`src/core/mxe_pkg.sv`:
```
// package: opcodes, flag layout, reset values and timing for the exec unit
package mxe_pkg;
    // ===========================================================
    // operation selects
    typedef enum logic [4:0] {
        OP_NOP = 5'h00,
        OP_SET_BYTE = 5'h01,
        OP_SET_BIT = 5'h02,
        OP_INC_SKIP_Z = 5'h03,
        OP_INC_W_SKIP_Z = 5'h04,
        OP_SKIP_BIT_SET = 5'h05,
        OP_SUB_MEM = 5'h06,
        OP_SUB_INTO_MEM = 5'h07,
        OP_SUB_IMM = 5'h08,
        OP_NIB_SWAP = 5'h09,
        OP_NIB_SWAP_W = 5'h0A,
        OP_SKIP_Z = 5'h0B,
        OP_MOVE_SKIP_Z = 5'h0C,
        OP_SKIP_BIT_CLR = 5'h0D,
        OP_TAB_CUR = 5'h0E,
        OP_TAB_LAST = 5'h0F,
        OP_XOR_MEM = 5'h10,
        OP_XOR_INTO_MEM = 5'h11,
        OP_XOR_IMM = 5'h12
    } mxe_op_t;

    // ===========================================================
    // execution states
    typedef enum logic [1:0] {
        ST_IDLE = 2'b00,
        ST_TABLE = 2'b01,
        ST_DUMMY = 2'b10
    } mxe_state_t;

    // ===========================================================
    // constants
    localparam int DATA_W = 8;
    localparam int ROM_W = 14;
    localparam int ROM_ADDR_W = 10;
    localparam int TABLE_HIGH_LATCH_W = 6;
    localparam logic [7:0] BYTE_ALL_ONES = 8'hFF;
    localparam logic [7:0] BYTE_ZERO = 8'h00;
    localparam logic [7:0] ACC_RST = 8'h00;
    localparam logic [5:0] TABLE_HIGH_LATCH_RST = 6'h00;
    localparam logic [2:0] PAGE_HI_W = 3'h2;
    localparam logic [1:0] LAST_PAGE = 2'h3;
    // flag bit positions in the packed flag word
    localparam int FLAG_C = 0;
    localparam int FLAG_AC = 1;
    localparam int FLAG_Z = 2;
    localparam int FLAG_OV = 3;
    localparam logic [3:0] FLAGS_RST = 4'h0;
    localparam int SKIP_CYCLES = 2;
    localparam int PLAIN_CYCLES = 1;

    // ===========================================================
    // request and result carriers
    typedef struct packed {
        mxe_op_t op;
        logic [7:0] mem_data;
        logic [7:0] imm_data;
        logic [2:0] bit_sel;
    } mxe_req_t;

    typedef struct packed {
        logic wr_en;
        logic [7:0] wr_data;
    } mxe_mem_wr_t;

    typedef struct packed {
        logic ov;
        logic z;
        logic ac;
        logic c;
    } mxe_flags_t;
endpackage

```
`src/core/mxe_exec.sv`:
```
// exec unit: byte/bit set, skips, subtract, swap, table read, xor
`timescale 1ns/10ps

// Functional notes
// - set byte writes FFH, flags untouched
// - set bit forces one bit only
// - increment memory, skip when sum zero
// - increment into accumulator, skip on zero
// - skip when selected bit is one
// - memory subtract acc+~m+1, four flags
// - immediate subtract acc+~x+1, four flags
// - swap nibbles of memory byte in place
// - swapped byte to accumulator, memory kept
// - skip when memory byte is zero
// - copy byte to accumulator, skip if zero
// - skip when selected bit is zero
// - table read current page, low/high split
// - table read last page, low/high split
// - xor memory into accumulator, zero only
// - xor into memory, zero flag only
// - xor immediate into accumulator, zero only
module mxe_exec (
    // clock and reset
    input wire logic mclk_in,
    input wire logic rst_n_in,
    // instruction request
    input wire logic issue_in,
    input mxe_pkg::mxe_req_t req_in,
    // table read support
    input wire logic [7:0] table_pointer_in,
    input wire logic [9:0] pc_in,
    input wire logic [13:0] rom_data_in,
    // results
    output mxe_pkg::mxe_mem_wr_t mem_wr_out,
    output logic [7:0] acc_out,
    output mxe_pkg::mxe_flags_t flags_out,
    output logic [5:0] table_high_latch_out,
    output logic [9:0] rom_addr_out,
    output logic rom_rd_out,
    output logic busy_out,
    output logic skip_out
);
    import mxe_pkg::*;

    // ===========================================================
    // state record
    typedef struct packed {
        mxe_state_t st;
        logic [7:0] acc;
        mxe_flags_t flags;
        logic [5:0] table_high_latch;
        mxe_mem_wr_t wr;
        logic [9:0] rom_addr;
        logic rom_rd;
        logic skip;
    } mxe_regs_t;

    mxe_regs_t cur_ff;
    mxe_regs_t nxt_cur;

    // a + ~b + 1 with carry, half carry and signed wrap
    function automatic logic [11:0] sub_calc(input logic [7:0] a,
                                             input logic [7:0] b);
        logic [8:0] sum;
        logic [4:0] low;
        logic ov;
        sum = {1'b0, a} + {1'b0, ~b} + 9'h001;
        low = {1'b0, a[3:0]} + {1'b0, ~b[3:0]} + 5'h01;
        ov = (a[7] != b[7]) && (sum[7] != a[7]);
        sub_calc = {ov, low[4], sum[8], 1'b0, sum[7:0]};
    endfunction

    function automatic logic [7:0] nib_swap(input logic [7:0] v);
        nib_swap = {v[3:0], v[7:4]};
    endfunction

    // ===========================================================
    // next-state logic
    always_comb begin
        logic [11:0] sr;
        logic [7:0] inc;
        logic [7:0] xr;
        logic bitv;
        sr = sub_calc(cur_ff.acc, req_in.op == OP_SUB_IMM ?
                      req_in.imm_data : req_in.mem_data);
        inc = req_in.mem_data + 8'h01;
        xr = cur_ff.acc ^ (req_in.op == OP_XOR_IMM ?
                           req_in.imm_data : req_in.mem_data);
        bitv = req_in.mem_data[req_in.bit_sel];
        nxt_cur = cur_ff;
        // write strobe and skip are single-cycle pulses
        nxt_cur.wr.wr_en = 1'b0;
        nxt_cur.rom_rd = 1'b0;
        nxt_cur.skip = 1'b0;
        case (cur_ff.st)
            ST_IDLE: begin
                if (issue_in) begin
                    case (req_in.op)
                        OP_SET_BYTE: begin
                            nxt_cur.wr = '{1'b1, BYTE_ALL_ONES};
                        end
                        OP_SET_BIT: begin
                            nxt_cur.wr.wr_en = 1'b1;
                            nxt_cur.wr.wr_data = req_in.mem_data;
                            nxt_cur.wr.wr_data[req_in.bit_sel] = 1'b1;
                        end
                        OP_INC_SKIP_Z: begin
                            nxt_cur.wr = '{1'b1, inc};
                            if (inc == BYTE_ZERO) begin
                                nxt_cur.st = ST_DUMMY;
                                nxt_cur.skip = 1'b1;
                            end
                        end
                        OP_INC_W_SKIP_Z: begin
                            nxt_cur.acc = inc;
                            if (inc == BYTE_ZERO) begin
                                nxt_cur.st = ST_DUMMY;
                                nxt_cur.skip = 1'b1;
                            end
                        end
                        OP_SKIP_BIT_SET: begin
                            if (bitv) begin
                                nxt_cur.st = ST_DUMMY;
                                nxt_cur.skip = 1'b1;
                            end
                        end
                        OP_SUB_MEM, OP_SUB_INTO_MEM, OP_SUB_IMM: begin
                            if (req_in.op == OP_SUB_INTO_MEM) begin
                                nxt_cur.wr = '{1'b1, sr[7:0]};
                            end else begin
                                nxt_cur.acc = sr[7:0];
                            end
                            nxt_cur.flags.c = sr[9];
                            nxt_cur.flags.ac = sr[10];
                            nxt_cur.flags.ov = sr[11];
                            nxt_cur.flags.z = (sr[7:0] == BYTE_ZERO);
                        end
                        OP_NIB_SWAP: begin
                            nxt_cur.wr = '{1'b1,
                                           nib_swap(req_in.mem_data)};
                        end
                        OP_NIB_SWAP_W: begin
                            nxt_cur.acc = nib_swap(req_in.mem_data);
                        end
                        OP_SKIP_Z, OP_MOVE_SKIP_Z: begin
                            if (req_in.op == OP_MOVE_SKIP_Z) begin
                                nxt_cur.acc = req_in.mem_data;
                            end
                            if (req_in.mem_data == BYTE_ZERO) begin
                                nxt_cur.st = ST_DUMMY;
                                nxt_cur.skip = 1'b1;
                            end
                        end
                        OP_SKIP_BIT_CLR: begin
                            if (!bitv) begin
                                nxt_cur.st = ST_DUMMY;
                                nxt_cur.skip = 1'b1;
                            end
                        end
                        OP_TAB_CUR: begin
                            // page bits from the program counter
                            nxt_cur.rom_addr = {pc_in[9:8],
                                                table_pointer_in};
                            nxt_cur.rom_rd = 1'b1;
                            nxt_cur.st = ST_TABLE;
                        end
                        OP_TAB_LAST: begin
                            nxt_cur.rom_addr = {LAST_PAGE,
                                                table_pointer_in};
                            nxt_cur.rom_rd = 1'b1;
                            nxt_cur.st = ST_TABLE;
                        end
                        OP_XOR_MEM, OP_XOR_IMM: begin
                            nxt_cur.acc = xr;
                            nxt_cur.flags.z = (xr == BYTE_ZERO);
                        end
                        OP_XOR_INTO_MEM: begin
                            nxt_cur.wr = '{1'b1, xr};
                            nxt_cur.flags.z = (xr == BYTE_ZERO);
                        end
                        default: begin
                            nxt_cur.st = ST_IDLE;
                        end
                    endcase
                end
            end
            ST_TABLE: begin
                // rom word arrives one cycle after the address
                nxt_cur.wr = '{1'b1, rom_data_in[7:0]};
                nxt_cur.table_high_latch = rom_data_in[13:8];
                nxt_cur.st = ST_IDLE;
            end
            ST_DUMMY: begin
                // discarded prefetch slot; requests here are ignored
                nxt_cur.st = ST_IDLE;
            end
            default: begin
                nxt_cur.st = ST_IDLE;
            end
        endcase
    end

    // ===========================================================
    // state register
    always_ff @(posedge mclk_in) begin
        if (!rst_n_in) begin
            cur_ff <= '{ST_IDLE, ACC_RST, FLAGS_RST, TABLE_HIGH_LATCH_RST,
                        '{1'b0, BYTE_ZERO}, 10'h000, 1'b0, 1'b0};
        end else begin
            cur_ff <= nxt_cur;
        end
    end

    // outputs straight from flip-flops, except busy_out, which is decoded from the state field
    assign mem_wr_out = cur_ff.wr;
    assign acc_out = cur_ff.acc;
    assign flags_out = cur_ff.flags;
    assign table_high_latch_out = cur_ff.table_high_latch;
    assign rom_addr_out = cur_ff.rom_addr;
    assign rom_rd_out = cur_ff.rom_rd;
    assign busy_out = (cur_ff.st != ST_IDLE);
    assign skip_out = cur_ff.skip;
endmodule

```
`config.mk`:
```
export PLATFORM = sky130hd
export DESIGN_NAME = mxe_exec
export DESIGN_NICKNAME = d
export VERILOG_FILES = /design/src/core/mxe_pkg.sv /design/src/core/mxe_exec.sv
export SDC_FILE = /design/constraint.sdc
export NUM_CORES = 1
export LEC_CHECK = 0
export BUFFER_PORTS_ARGS = -buffer_cell sky130_fd_sc_hd__buf_2
export CELL_PAD_IN_SITES_DETAIL_PLACEMENT = 1
export CELL_PAD_IN_SITES_GLOBAL_PLACEMENT = 1
export CORE_MARGIN = 2
export CORE_UTILIZATION = 38
export CTS_CLUSTER_DIAMETER = 120
export DETAILED_ROUTE_END_ITERATION = 12
export GPL_ROUTABILITY_DRIVEN = 0
export PLACE_DENSITY_LB_ADDON = 0.1
export SLEW_MARGIN = 20
export SYNTH_ARGS = -nofsm -noshare
export SYNTH_HDL_FRONTEND = slang
export SYNTH_SLANG_ARGS = --single-unit
```
`constraint.sdc`:
```
create_clock -name mclk_in -period 4.6 [get_ports mclk_in]
set_clock_uncertainty 0.15 [all_clocks]
set_input_delay 0.69 -clock mclk_in [delete_from_list [all_inputs] [get_ports mclk_in]]
set_output_delay 0.69 -clock mclk_in [all_outputs]
set_load 0.03 [all_outputs]
```
==> results of run 1 <==
## worst max-delay path, stage by stage
cell,delay [ns]
buf_2,0.11
nor2_1,0.28
nand3_1,0.44
mux2i_1,0.42
ha_1,0.34
and2_1,0.20
a221o_1,0.37
or2_1,0.27
a311oi_1,0.43
buf_4,0.20
a221oi_1,0.10
o2bb2ai_1,0.18
## cell families (layout without fill, tap and decap cells)
logic type | count (synthesis) | in the layout | share of synthesized area
XOR/XNOR | 16 | 16 | 0.0364
multiplexers | 23 | 23 | 0.0610
adder cells (fa/ha/maj) | 12 | 12 | 0.0409
flip-flops | 41 | 41 | 0.213
AO/OA/AOI/OAI | 138 | 138 | 0.239
buffers and inverters | 91 | 129 | 0.127
AND/OR/NAND/NOR | 211 | 211 | 0.283
## cell type report
| class | count | area [µm²] |
|---|---|---|
| flip-flops and latches | 41 | 821 |
| multi-input cells | 400 | 2540 |
| clock buffers | 6 | 82.6 |
| inverters | 16 | 60.1 |
| fillers | 1280 | 5550 |
| clock inverters | 2 | 37.5 |
| well taps | 133 | 166 |
| repair buffers | 105 | 561 |
## power by group
group / internal, µW / leakage [µW] / switching, µW
clock: 177 / 0.0000574 / 144
sequential: 362 / 0.000331 / 7.59
combinational: 103 / 0.00141 / 180
total: 642 / 0.00180 / 332
## state kept, by name (all words and copies together) (netlist names)
name	flops
flags_out	4
acc_out	8
rom_addr_out	10
mem_wr_out	9
skip_out	1
rom_rd_out	1
cur_ff	2
table_high_latch_out	6
## routing by layer
layer  vias up  part of all wire  track usage
met5         -                 0            0
met4         0             0.015       0.0562
met3        15             0.063       0.0405
met2       151              0.47        0.408
met1      2007              0.45        0.334
li1       1960                 -            -
## per-stage QoR
stage          hold slack (ns)  setup WS, ns   util
2_1_floorplan            0.287         0.723      -
3_3_place_gp             0.288         0.455  0.422
3_5_place_dp             0.301         0.449  0.423
4_1_cts                  0.314         0.752  0.435
5_1_grt                  0.327         0.577  0.435
6_report                 0.311         0.662  0.435
## worst paths after layout
kind                                   startpoint                              endpoint
max reg2reg               acc_out[4]$_SDFFE_PN0P_            mem_wr_out[7]$_SDFFE_PN0P_
min reg2reg  table_high_latch_out[0]$_SDFFE_PN0P_  table_high_latch_out[0]$_SDFFE_PN0P_
min          table_high_latch_out[0]$_SDFFE_PN0P_  table_high_latch_out[0]$_SDFFE_PN0P_
max                                    req_in[23]            mem_wr_out[7]$_SDFFE_PN0P_
## placed cells by master (no fill, tap or decap), types with 14 or more instances in the layout
cell	instances
buf_4	14
mux2i_1	19
nand2_1	58
buf_2	91
dfxtp_1	41
nand3_1	22
a21oi_1	28
inv_1	15
nor2_1	44
nor2b_1	14
o21ai_0	31
==> results.sh, run 1 <==
export IMPL_synthCells=532
export IMPL_start_kind="input port"
export IMPL_grt_pass1_wl_mm=21.9
export IMPL_fin_nets=640
export IMPL_antenna_found_initial=0
export IMPL_track_usage=0.246
export IMPL_start_util=0.392
export IMPL_rrSetupSlack_ns=1.80
export IMPL_placed_cells=695
export IMPL_grt_overflow_total=0
export IMPL_hold_path_class="flip-flop to flip-flop"
export IMPL_syn_area_um2=3850
export IMPL_drive_gt1_frac=0.216
export IMPL_wl_mm=13.7
export IMPL_final_hold_violation_count=0
export IMPL_fin_cells=703
export IMPL_leakage_uw=0.00180
export IMPL_design_core_area_um2=9820
export IMPL_holdPathStages=2
export IMPL_drc=0
export IMPL_fp_dieH_um=105
export IMPL_ys_warn_count=0
export IMPL_firstDrtPassIters=5
export IMPL_required_ns=4.68
export IMPL_wl_per_cell_um=19.5
export IMPL_diodes=0
export IMPL_cts_made_buffers=5
export IMPL_yosysMostFrequentCell="nand2_1"
export IMPL_ant_nets=0
export IMPL_fmax_mhz=254
export IMPL_num_io_pins=99
export IMPL_status="finished, final reports clean"
export IMPL_slew_violations=0
export IMPL_drt_iter0_drc=254
export IMPL_ctsHtreeMaxLevel=2
export IMPL_setup_violations=0
export IMPL_synth_ff_type="dfxtp_1"
export IMPL_cts_root_buf="clkbuf_8"
export IMPL_ys_ff_latch=41
export IMPL_async_flop_share=0
export IMPL_rsz0062_at_grt="false"
export IMPL_synthDistinctLibCells=64
export IMPL_seq_area_frac_synth=0.213
export IMPL_fp_row_count=36
export IMPL_power_density_nw_per_um2=228
export IMPL_min_period_over_period=0.856
export IMPL_dp_final_hpwl_mm=10.2
export IMPL_grt_max_degree=28
export IMPL_yosysTopAreaCell="dfxtp_1"
export IMPL_reg2reg_depth=8
export IMPL_portBuffers=90
export IMPL_die_area_um2=11000
export IMPL_power_total_uw=973
export IMPL_synth_edff_count=0
export IMPL_die_width_um=105
export IMPL_tns_ns=0
export IMPL_tritoncts="yes"
export IMPL_synthToLayoutAreaGrowth_pct=10.9
export IMPL_grt_pass1_vias=4112
export IMPL_synth_top_cells_by_count="58 x nand2_1, 44 x nor2_1, 41 x dfxtp_1"
export IMPL_peakVddDrop_mv=0.124
export IMPL_clk_pin_slew_ns=0.09
export IMPL_clk_latency_ns=0.30
export IMPL_max_cap_violations=0
export IMPL_cts_buffer_depth=2
export IMPL_worstPathMaxFanout=6
export IMPL_vias=4133
export IMPL_post_cts_resized=0
export IMPL_synth_fp_nets=603
export IMPL_crit_type="input port to flip-flop"
export IMPL_holdBufCountCts=0
export IMPL_layout_min_cycle_time_ns=3.94
export IMPL_avgSynthCellArea_um2=7.24
export IMPL_arrival_ns=4.02
export IMPL_avgViaCountPerCell=5.88
export IMPL_end_kind="flip-flop"
export IMPL_cts_sinks=41
export IMPL_synth_top_area_share=0.213
export IMPL_final_area_um2=4270
export IMPL_post_cts_buffers=0
export IMPL_tightestPinTransition_ns=1.08
export IMPL_synth_top_cells_by_area="dfxtp_1 21%, buf_4 7.4%, nand2_1 5.6%, mux2i_1 4.9%, nor2_1 4.3%"
export IMPL_place_area_um2=4150
export IMPL_slew_headroom=0.278
(Power assumes the default switching activity.)
==> inputs of run 2 (changes only) <==
--- a/config.mk
+++ b/config.mk
@@ -6,7 +6,7 @@
 export NUM_CORES = 1
 export LEC_CHECK = 0
 export BUFFER_PORTS_ARGS = -buffer_cell sky130_fd_sc_hd__buf_2
-export CELL_PAD_IN_SITES_DETAIL_PLACEMENT = 1
+export CELL_PAD_IN_SITES_DETAIL_PLACEMENT = 0
 export CELL_PAD_IN_SITES_GLOBAL_PLACEMENT = 1
 export CORE_MARGIN = 2
 export CORE_UTILIZATION = 38
==> results.sh, run 2 (same netlist as run 1, synthesis figures left out) <==
export IMPL_status="finished, final reports clean"
export IMPL_worstPathMaxFanout=6
export IMPL_preCtsSetupSlack_ns=0.496
export IMPL_holdWs_ns=0.302
export IMPL_dp_final_hpwl_mm=9.42
export IMPL_ant_nets=0
export IMPL_avgViaCountPerCell=5.74
export IMPL_grt_max_degree=28
export IMPL_drc=0
export IMPL_grtUsageMet2=0.347
export IMPL_antenna_found_initial=0
export IMPL_mostFrequentLayoutCells="91 x buf_2, 58 x nand2_1, 44 x nor2_1"
export IMPL_final_area_um2=4260
export IMPL_wl_mm=12.5
export IMPL_cts_sinks=41
export IMPL_holdPathStages=2
export IMPL_clk_pin_slew_ns=0.09
export IMPL_place_area_um2=4150
export IMPL_rsz0062_at_grt="false"
export IMPL_grt_overflow_total=0
export IMPL_die_area_um2=11000
export IMPL_post_cts_resized=0
export IMPL_holdBufCountCts=0
export IMPL_whs_endpoint="table_high_latch_out[3]$_SDFFE_PN0P_"
export IMPL_reg2reg_depth=7
export IMPL_portBuffers=90
export IMPL_fp_dieH_um=105
export IMPL_setup_violations=0
export IMPL_max_cap_violations=0
export IMPL_min_period_over_period=0.829
export IMPL_start_kind="input port"
export IMPL_power_density_nw_per_um2=220
export IMPL_clk_latency_ns=0.29
export IMPL_slew_violations=0
export IMPL_min_from="table_high_latch_out[3]$_SDFFE_PN0P_"
export IMPL_tns_ns=0
export IMPL_largest_reg_flops=10
export IMPL_layout_commonest_cell="buf_2"
export IMPL_synthToLayoutAreaGrowth_pct=10.5
export IMPL_post_cts_buffers=0
export IMPL_intPower_uw=623
export IMPL_use_met3=0.0362
export IMPL_firstDrtPassIters=5
export IMPL_slew_headroom=0.297
export IMPL_grt_pass1_wl_mm=19.9
export IMPL_hold_path_class="flip-flop to flip-flop"
export IMPL_end_kind="flip-flop"
export IMPL_multi_input_area_um2=2540
export IMPL_wl_per_cell_um=17.9
export IMPL_combPwrFrac=0.295
export IMPL_power_total_uw=938
export IMPL_busiest_layer="met2"
export IMPL_grt_pass1_vias=3657
export IMPL_design_core_area_um2=9820
export IMPL_rrSetupSlack_ns=1.84
export IMPL_required_ns=4.64
export IMPL_power_frac_clock=0.311
export IMPL_start_util=0.392
export IMPL_crit_type="input port to flip-flop"
export IMPL_die_width_um=105
export IMPL_r2r_end="flags_out[2]$_SDFFE_PN0P_"
export IMPL_fin_nets=640
export IMPL_grt_use_met1=0.325
export IMPL_arrival_ns=3.85
export IMPL_cts_buffer_depth=2
export IMPL_drt_iter0_drc=309
export IMPL_cts_root_buf="clkbuf_8"
export IMPL_fp_row_count=36
export IMPL_p_sw_frac=0.336
export IMPL_tightestPinTransition_ns=1.05
export IMPL_tritoncts="yes"
export IMPL_drive_gt1_frac=0.214
export IMPL_r2r_start="acc_out[4]$_SDFFE_PN0P_"
export IMPL_cts_made_buffers=5
export IMPL_ff_latch_area_um2=821
export IMPL_switching_power_uw=316
export IMPL_leakage_uw=0.00180
export IMPL_ctsHtreeMaxLevel=2
export IMPL_fin_ws_ns=0.785
export IMPL_num_io_pins=99
export IMPL_fmax_mhz=262
export IMPL_track_usage=0.225
export IMPL_final_hold_violation_count=0
export IMPL_num_fill_cells=1092
export IMPL_layout_min_cycle_time_ns=3.82
export IMPL_seqPwrFrac=0.393
export IMPL_peakVddDrop_mv=0.141
export IMPL_vias=4032
export IMPL_diodes=0
==> run 2: changes by cell type in the layout (fill, tap and decap cells not counted), sizes merged <==
cell | previous run | this run
clkinv | 1 | 2
clkbuf | 6 | 5
clkinvlp | 1 | 0
==> run 2: power by group through the flow <==
stage | Combinational (µW) | Clock [µW] | Sequential [µW]
2_1_floorplan | 186 | 0 | 375
3_3_place_gp | 271 | 0 | 377
3_5_place_dp | 273 | 0 | 377
4_1_cts | 274 | 305 | 369
5_1_grt | 303 | 316 | 370
6_report | 277 | 292 | 369
==> run 2: worst max path at each step <==
stage,slack (ns),depth (start not counted),startpoint,endpoint
6_report,0.78,11,req_in[19],flags_out[2]$_SDFFE_PN0P_
5_1_grt,0.54,11,req_in[19],mem_wr_out[5]$_SDFFE_PN0P_
4_1_cts,0.80,11,req_in[23],flags_out[2]$_SDFFE_PN0P_
3_5_place_dp,0.50,11,req_in[23],flags_out[2]$_SDFFE_PN0P_
3_3_place_gp,0.45,11,req_in[23],mem_wr_out[5]$_SDFFE_PN0P_
2_1_floorplan,0.72,12,req_in[22],acc_out[6]$_SDFFE_PN0P_
==> run 2: stage by stage <==
stage	util	instances
2_1_floorplan	-	532
3_3_place_gp	0.422	694
3_5_place_dp	0.423	695
4_1_cts	0.433	702
5_1_grt	0.433	702
6_report	0.433	702
==> run 2: layer usage <==
metal,up-vias,wire length [µm]
li1,1961,-
met1,1890,5810
met2,166,5580
met3,15,904
met4,0,235
met5,-,0
==> run 2: worst max-delay path, cell delays in order <==
cell	delay [ns]
buf_2	0.10
nor2_1	0.23
nand3_1	0.40
mux2i_1	0.40
ha_1	0.34
and2_1	0.20
a221o_1	0.36
or2_1	0.26
a311oi_1	0.44
nor2_1	0.10
a211o_1	0.31
==> run 2: final cells by class <==
class                   count  share of cell area
flip-flops and latches     41               0.193
well taps                 133              0.0391
clock inverters             2             0.00823
multi-input cells         400               0.598
clock buffers               5              0.0162
repair buffers            105               0.132
inverters                  16              0.0141
==> inputs of run 3 (changes only) <==
==> constraint.sdc (replaced) <==
create_clock -name mclk_in -period 3.8 [get_ports mclk_in]
set_clock_uncertainty 0.15 [all_clocks]
set_input_delay 0.57 -clock mclk_in [delete_from_list [all_inputs] [get_ports mclk_in]]
set_output_delay 0.57 -clock mclk_in [all_outputs]
set_load 0.03 [all_outputs]
==> results.sh, run 3 (same netlist as run 1, synthesis figures left out) <==
export IMPL_mostFrequentLayoutCells="90 x buf_2, 58 x nand2_1, 44 x nor2_1"
export IMPL_antenna_found_initial=0
export IMPL_drc=0
export IMPL_status="finished, final reports clean"
export IMPL_clk_latency_ns=0.31
export IMPL_avgViaCountPerCell=5.77
export IMPL_grt_pass1_vias=3773
export IMPL_die_area_um2=11000
export IMPL_power_density_nw_per_um2=271
export IMPL_end_kind="flip-flop"
export IMPL_ant_nets=0
export IMPL_slew_headroom=0.322
export IMPL_fmax_mhz=287
export IMPL_firstDrtPassIters=5
export IMPL_holdBufCountCts=0
export IMPL_tritoncts="yes"
export IMPL_portBuffers=90
export IMPL_wl_met3_mm=1.09
export IMPL_num_fill_cells=1094
export IMPL_diodes=0
export IMPL_die_width_um=105
export IMPL_design_core_area_um2=9820
export IMPL_fp_dieH_um=105
export IMPL_vias=4123
export IMPL_arrival_ns=3.53
export IMPL_post_cts_resized=0
export IMPL_dr_wl_met2_mm=5.73
export IMPL_cts_root_buf="clkbuf_8"
export IMPL_required_ns=3.85
export IMPL_p_sw_frac=0.335
export IMPL_clk_pin_slew_ns=0.09
export IMPL_cts_buffer_depth=2
export IMPL_switching_power_uw=397
export IMPL_dp_final_hpwl_mm=9.58
export IMPL_slew_violations=0
export IMPL_layout_min_cycle_time_ns=3.48
export IMPL_ctsHtreeMaxLevel=2
export IMPL_fin_cells=714
export IMPL_seqPwrFrac=0.378
export IMPL_holdPathStages=2
export IMPL_crit_type="input port to flip-flop"
export IMPL_hold_path_class="flip-flop to flip-flop"
export IMPL_rsz0062_at_grt="false"
export IMPL_placed_cells=706
export IMPL_wl_mm=12.8
export IMPL_grt_pass1_wl_mm=20.1
export IMPL_dr_max_layer_used="met4"
export IMPL_final_hold_violation_count=0
export IMPL_track_usage=0.229
export IMPL_reg2reg_depth=8
export IMPL_post_cts_buffers=0
export IMPL_setup_violations=0
export IMPL_worstPathMaxFanout=7
export IMPL_fp_row_count=36
export IMPL_final_core_util=0.444
export IMPL_min_period_over_period=0.916
export IMPL_tightestPinTransition_ns=1.01
export IMPL_intPower_uw=786
export IMPL_synthToLayoutAreaGrowth_pct=13.1
export IMPL_grt_max_degree=28
export IMPL_grt_overflow_total=0
export IMPL_peakVddDrop_mv=0.147
export IMPL_largest_reg_flops=10
export IMPL_start_util=0.392
export IMPL_cts_sinks=41
export IMPL_wl_per_cell_um=18.0
export IMPL_fin_nets=651
export IMPL_power_total_uw=1180
export IMPL_drt_iter0_drc=333
export IMPL_drive_gt1_frac=0.231
export IMPL_leakage_uw=0.00185
export IMPL_start_kind="input port"
export IMPL_combPwrFrac=0.293
export IMPL_max_cap_violations=0
export IMPL_power_frac_clock=0.329
export IMPL_layout_commonest_cell="buf_2"
export IMPL_cts_made_buffers=5
export IMPL_wl_met1_mm=5.80
export IMPL_num_io_pins=99
-- run 3: cell count changes in the layout (fill, tap and decap cells not counted) --
cell | previous run | this run
buf_2 | 91 | 90
clkinvlp_4 | 0 | 1
buf_4 | 14 | 26
clkbuf_8 | 5 | 6
clkinv_2 | 1 | 0
-- run 3: area by class of cell --
class / instances / area, µm² / share of cell area
clock buffers: 6 / 82.6 / 0.0189
clock inverters: 2 / 37.5 / 0.00861
inverters: 16 / 60.1 / 0.0138
multi-input cells: 400 / 2540 / 0.584
flip-flops and latches: 41 / 821 / 0.188
well taps: 133 / 166 / 0.0382
repair buffers: 116 / 646 / 0.148
-- run 3: metrics by stage --
| stage | hold WS (ns) | area, µm² | TNS (ns) | setup WS (ns) |
|---|---|---|---|---|
| 3_3_place_gp | 0.289 | 4240 | -0.0799 | -0.0799 |
| 5_1_grt | 0.323 | 4360 | 0 | 0.173 |
| 6_report | 0.305 | 4360 | 0 | 0.321 |
| 3_5_place_dp | 0.297 | 4240 | -0.0189 | -0.0189 |
| 2_1_floorplan | 0.287 | 3850 | 0 | 0.0434 |
| 4_1_cts | 0.310 | 4360 | 0 | 0.299 |
-- run 3: final timing paths --
| path | to | slack (ns) | start |
|---|---|---|---|
| setup reg to reg | mem_wr_out[5]$_SDFFE_PN0P_ | 1.05 | acc_out[4]$_SDFFE_PN0P_ |
| setup / recovery | mem_wr_out[5]$_SDFFE_PN0P_ | 0.32 | req_in[19] |
| hold reg to reg | table_high_latch_out[3]$_SDFFE_PN0P_ | 0.30 | table_high_latch_out[3]$_SDFFE_PN0P_ |
| hold / removal | table_high_latch_out[3]$_SDFFE_PN0P_ | 0.30 | table_high_latch_out[3]$_SDFFE_PN0P_ |
-- run 3: worst max-delay path, cell delays in order --
cell and delay (ns):
buf_2 0.10, nor2_1 0.21, nand3_1 0.20, buf_4 0.24
mux2i_1 0.22, ha_1 0.29, and2_1 0.18, a221o_1 0.36
or2_1 0.26, xor2_1 0.17, a2111oi_0 0.47, buf_4 0.19
a21oi_1 0.05
-- run 3: power groups by stage --
stage	clock [µW]	sequential, µW	combinational (µW)
finish	389	447	346
global route	419	448	377
CTS	399	447	342
detailed placement	0	457	341
global placement	0	457	339
floorplan	0	455	225
-- run 3: routing by layer --
metal / GRT usage / vias to the layer above
met3: 0.0586 / 28
met1: 0.315 / 1931
met5: 0 / -
li1: - / 1985
met4: 0.0581 / 0
met2: 0.358 / 179
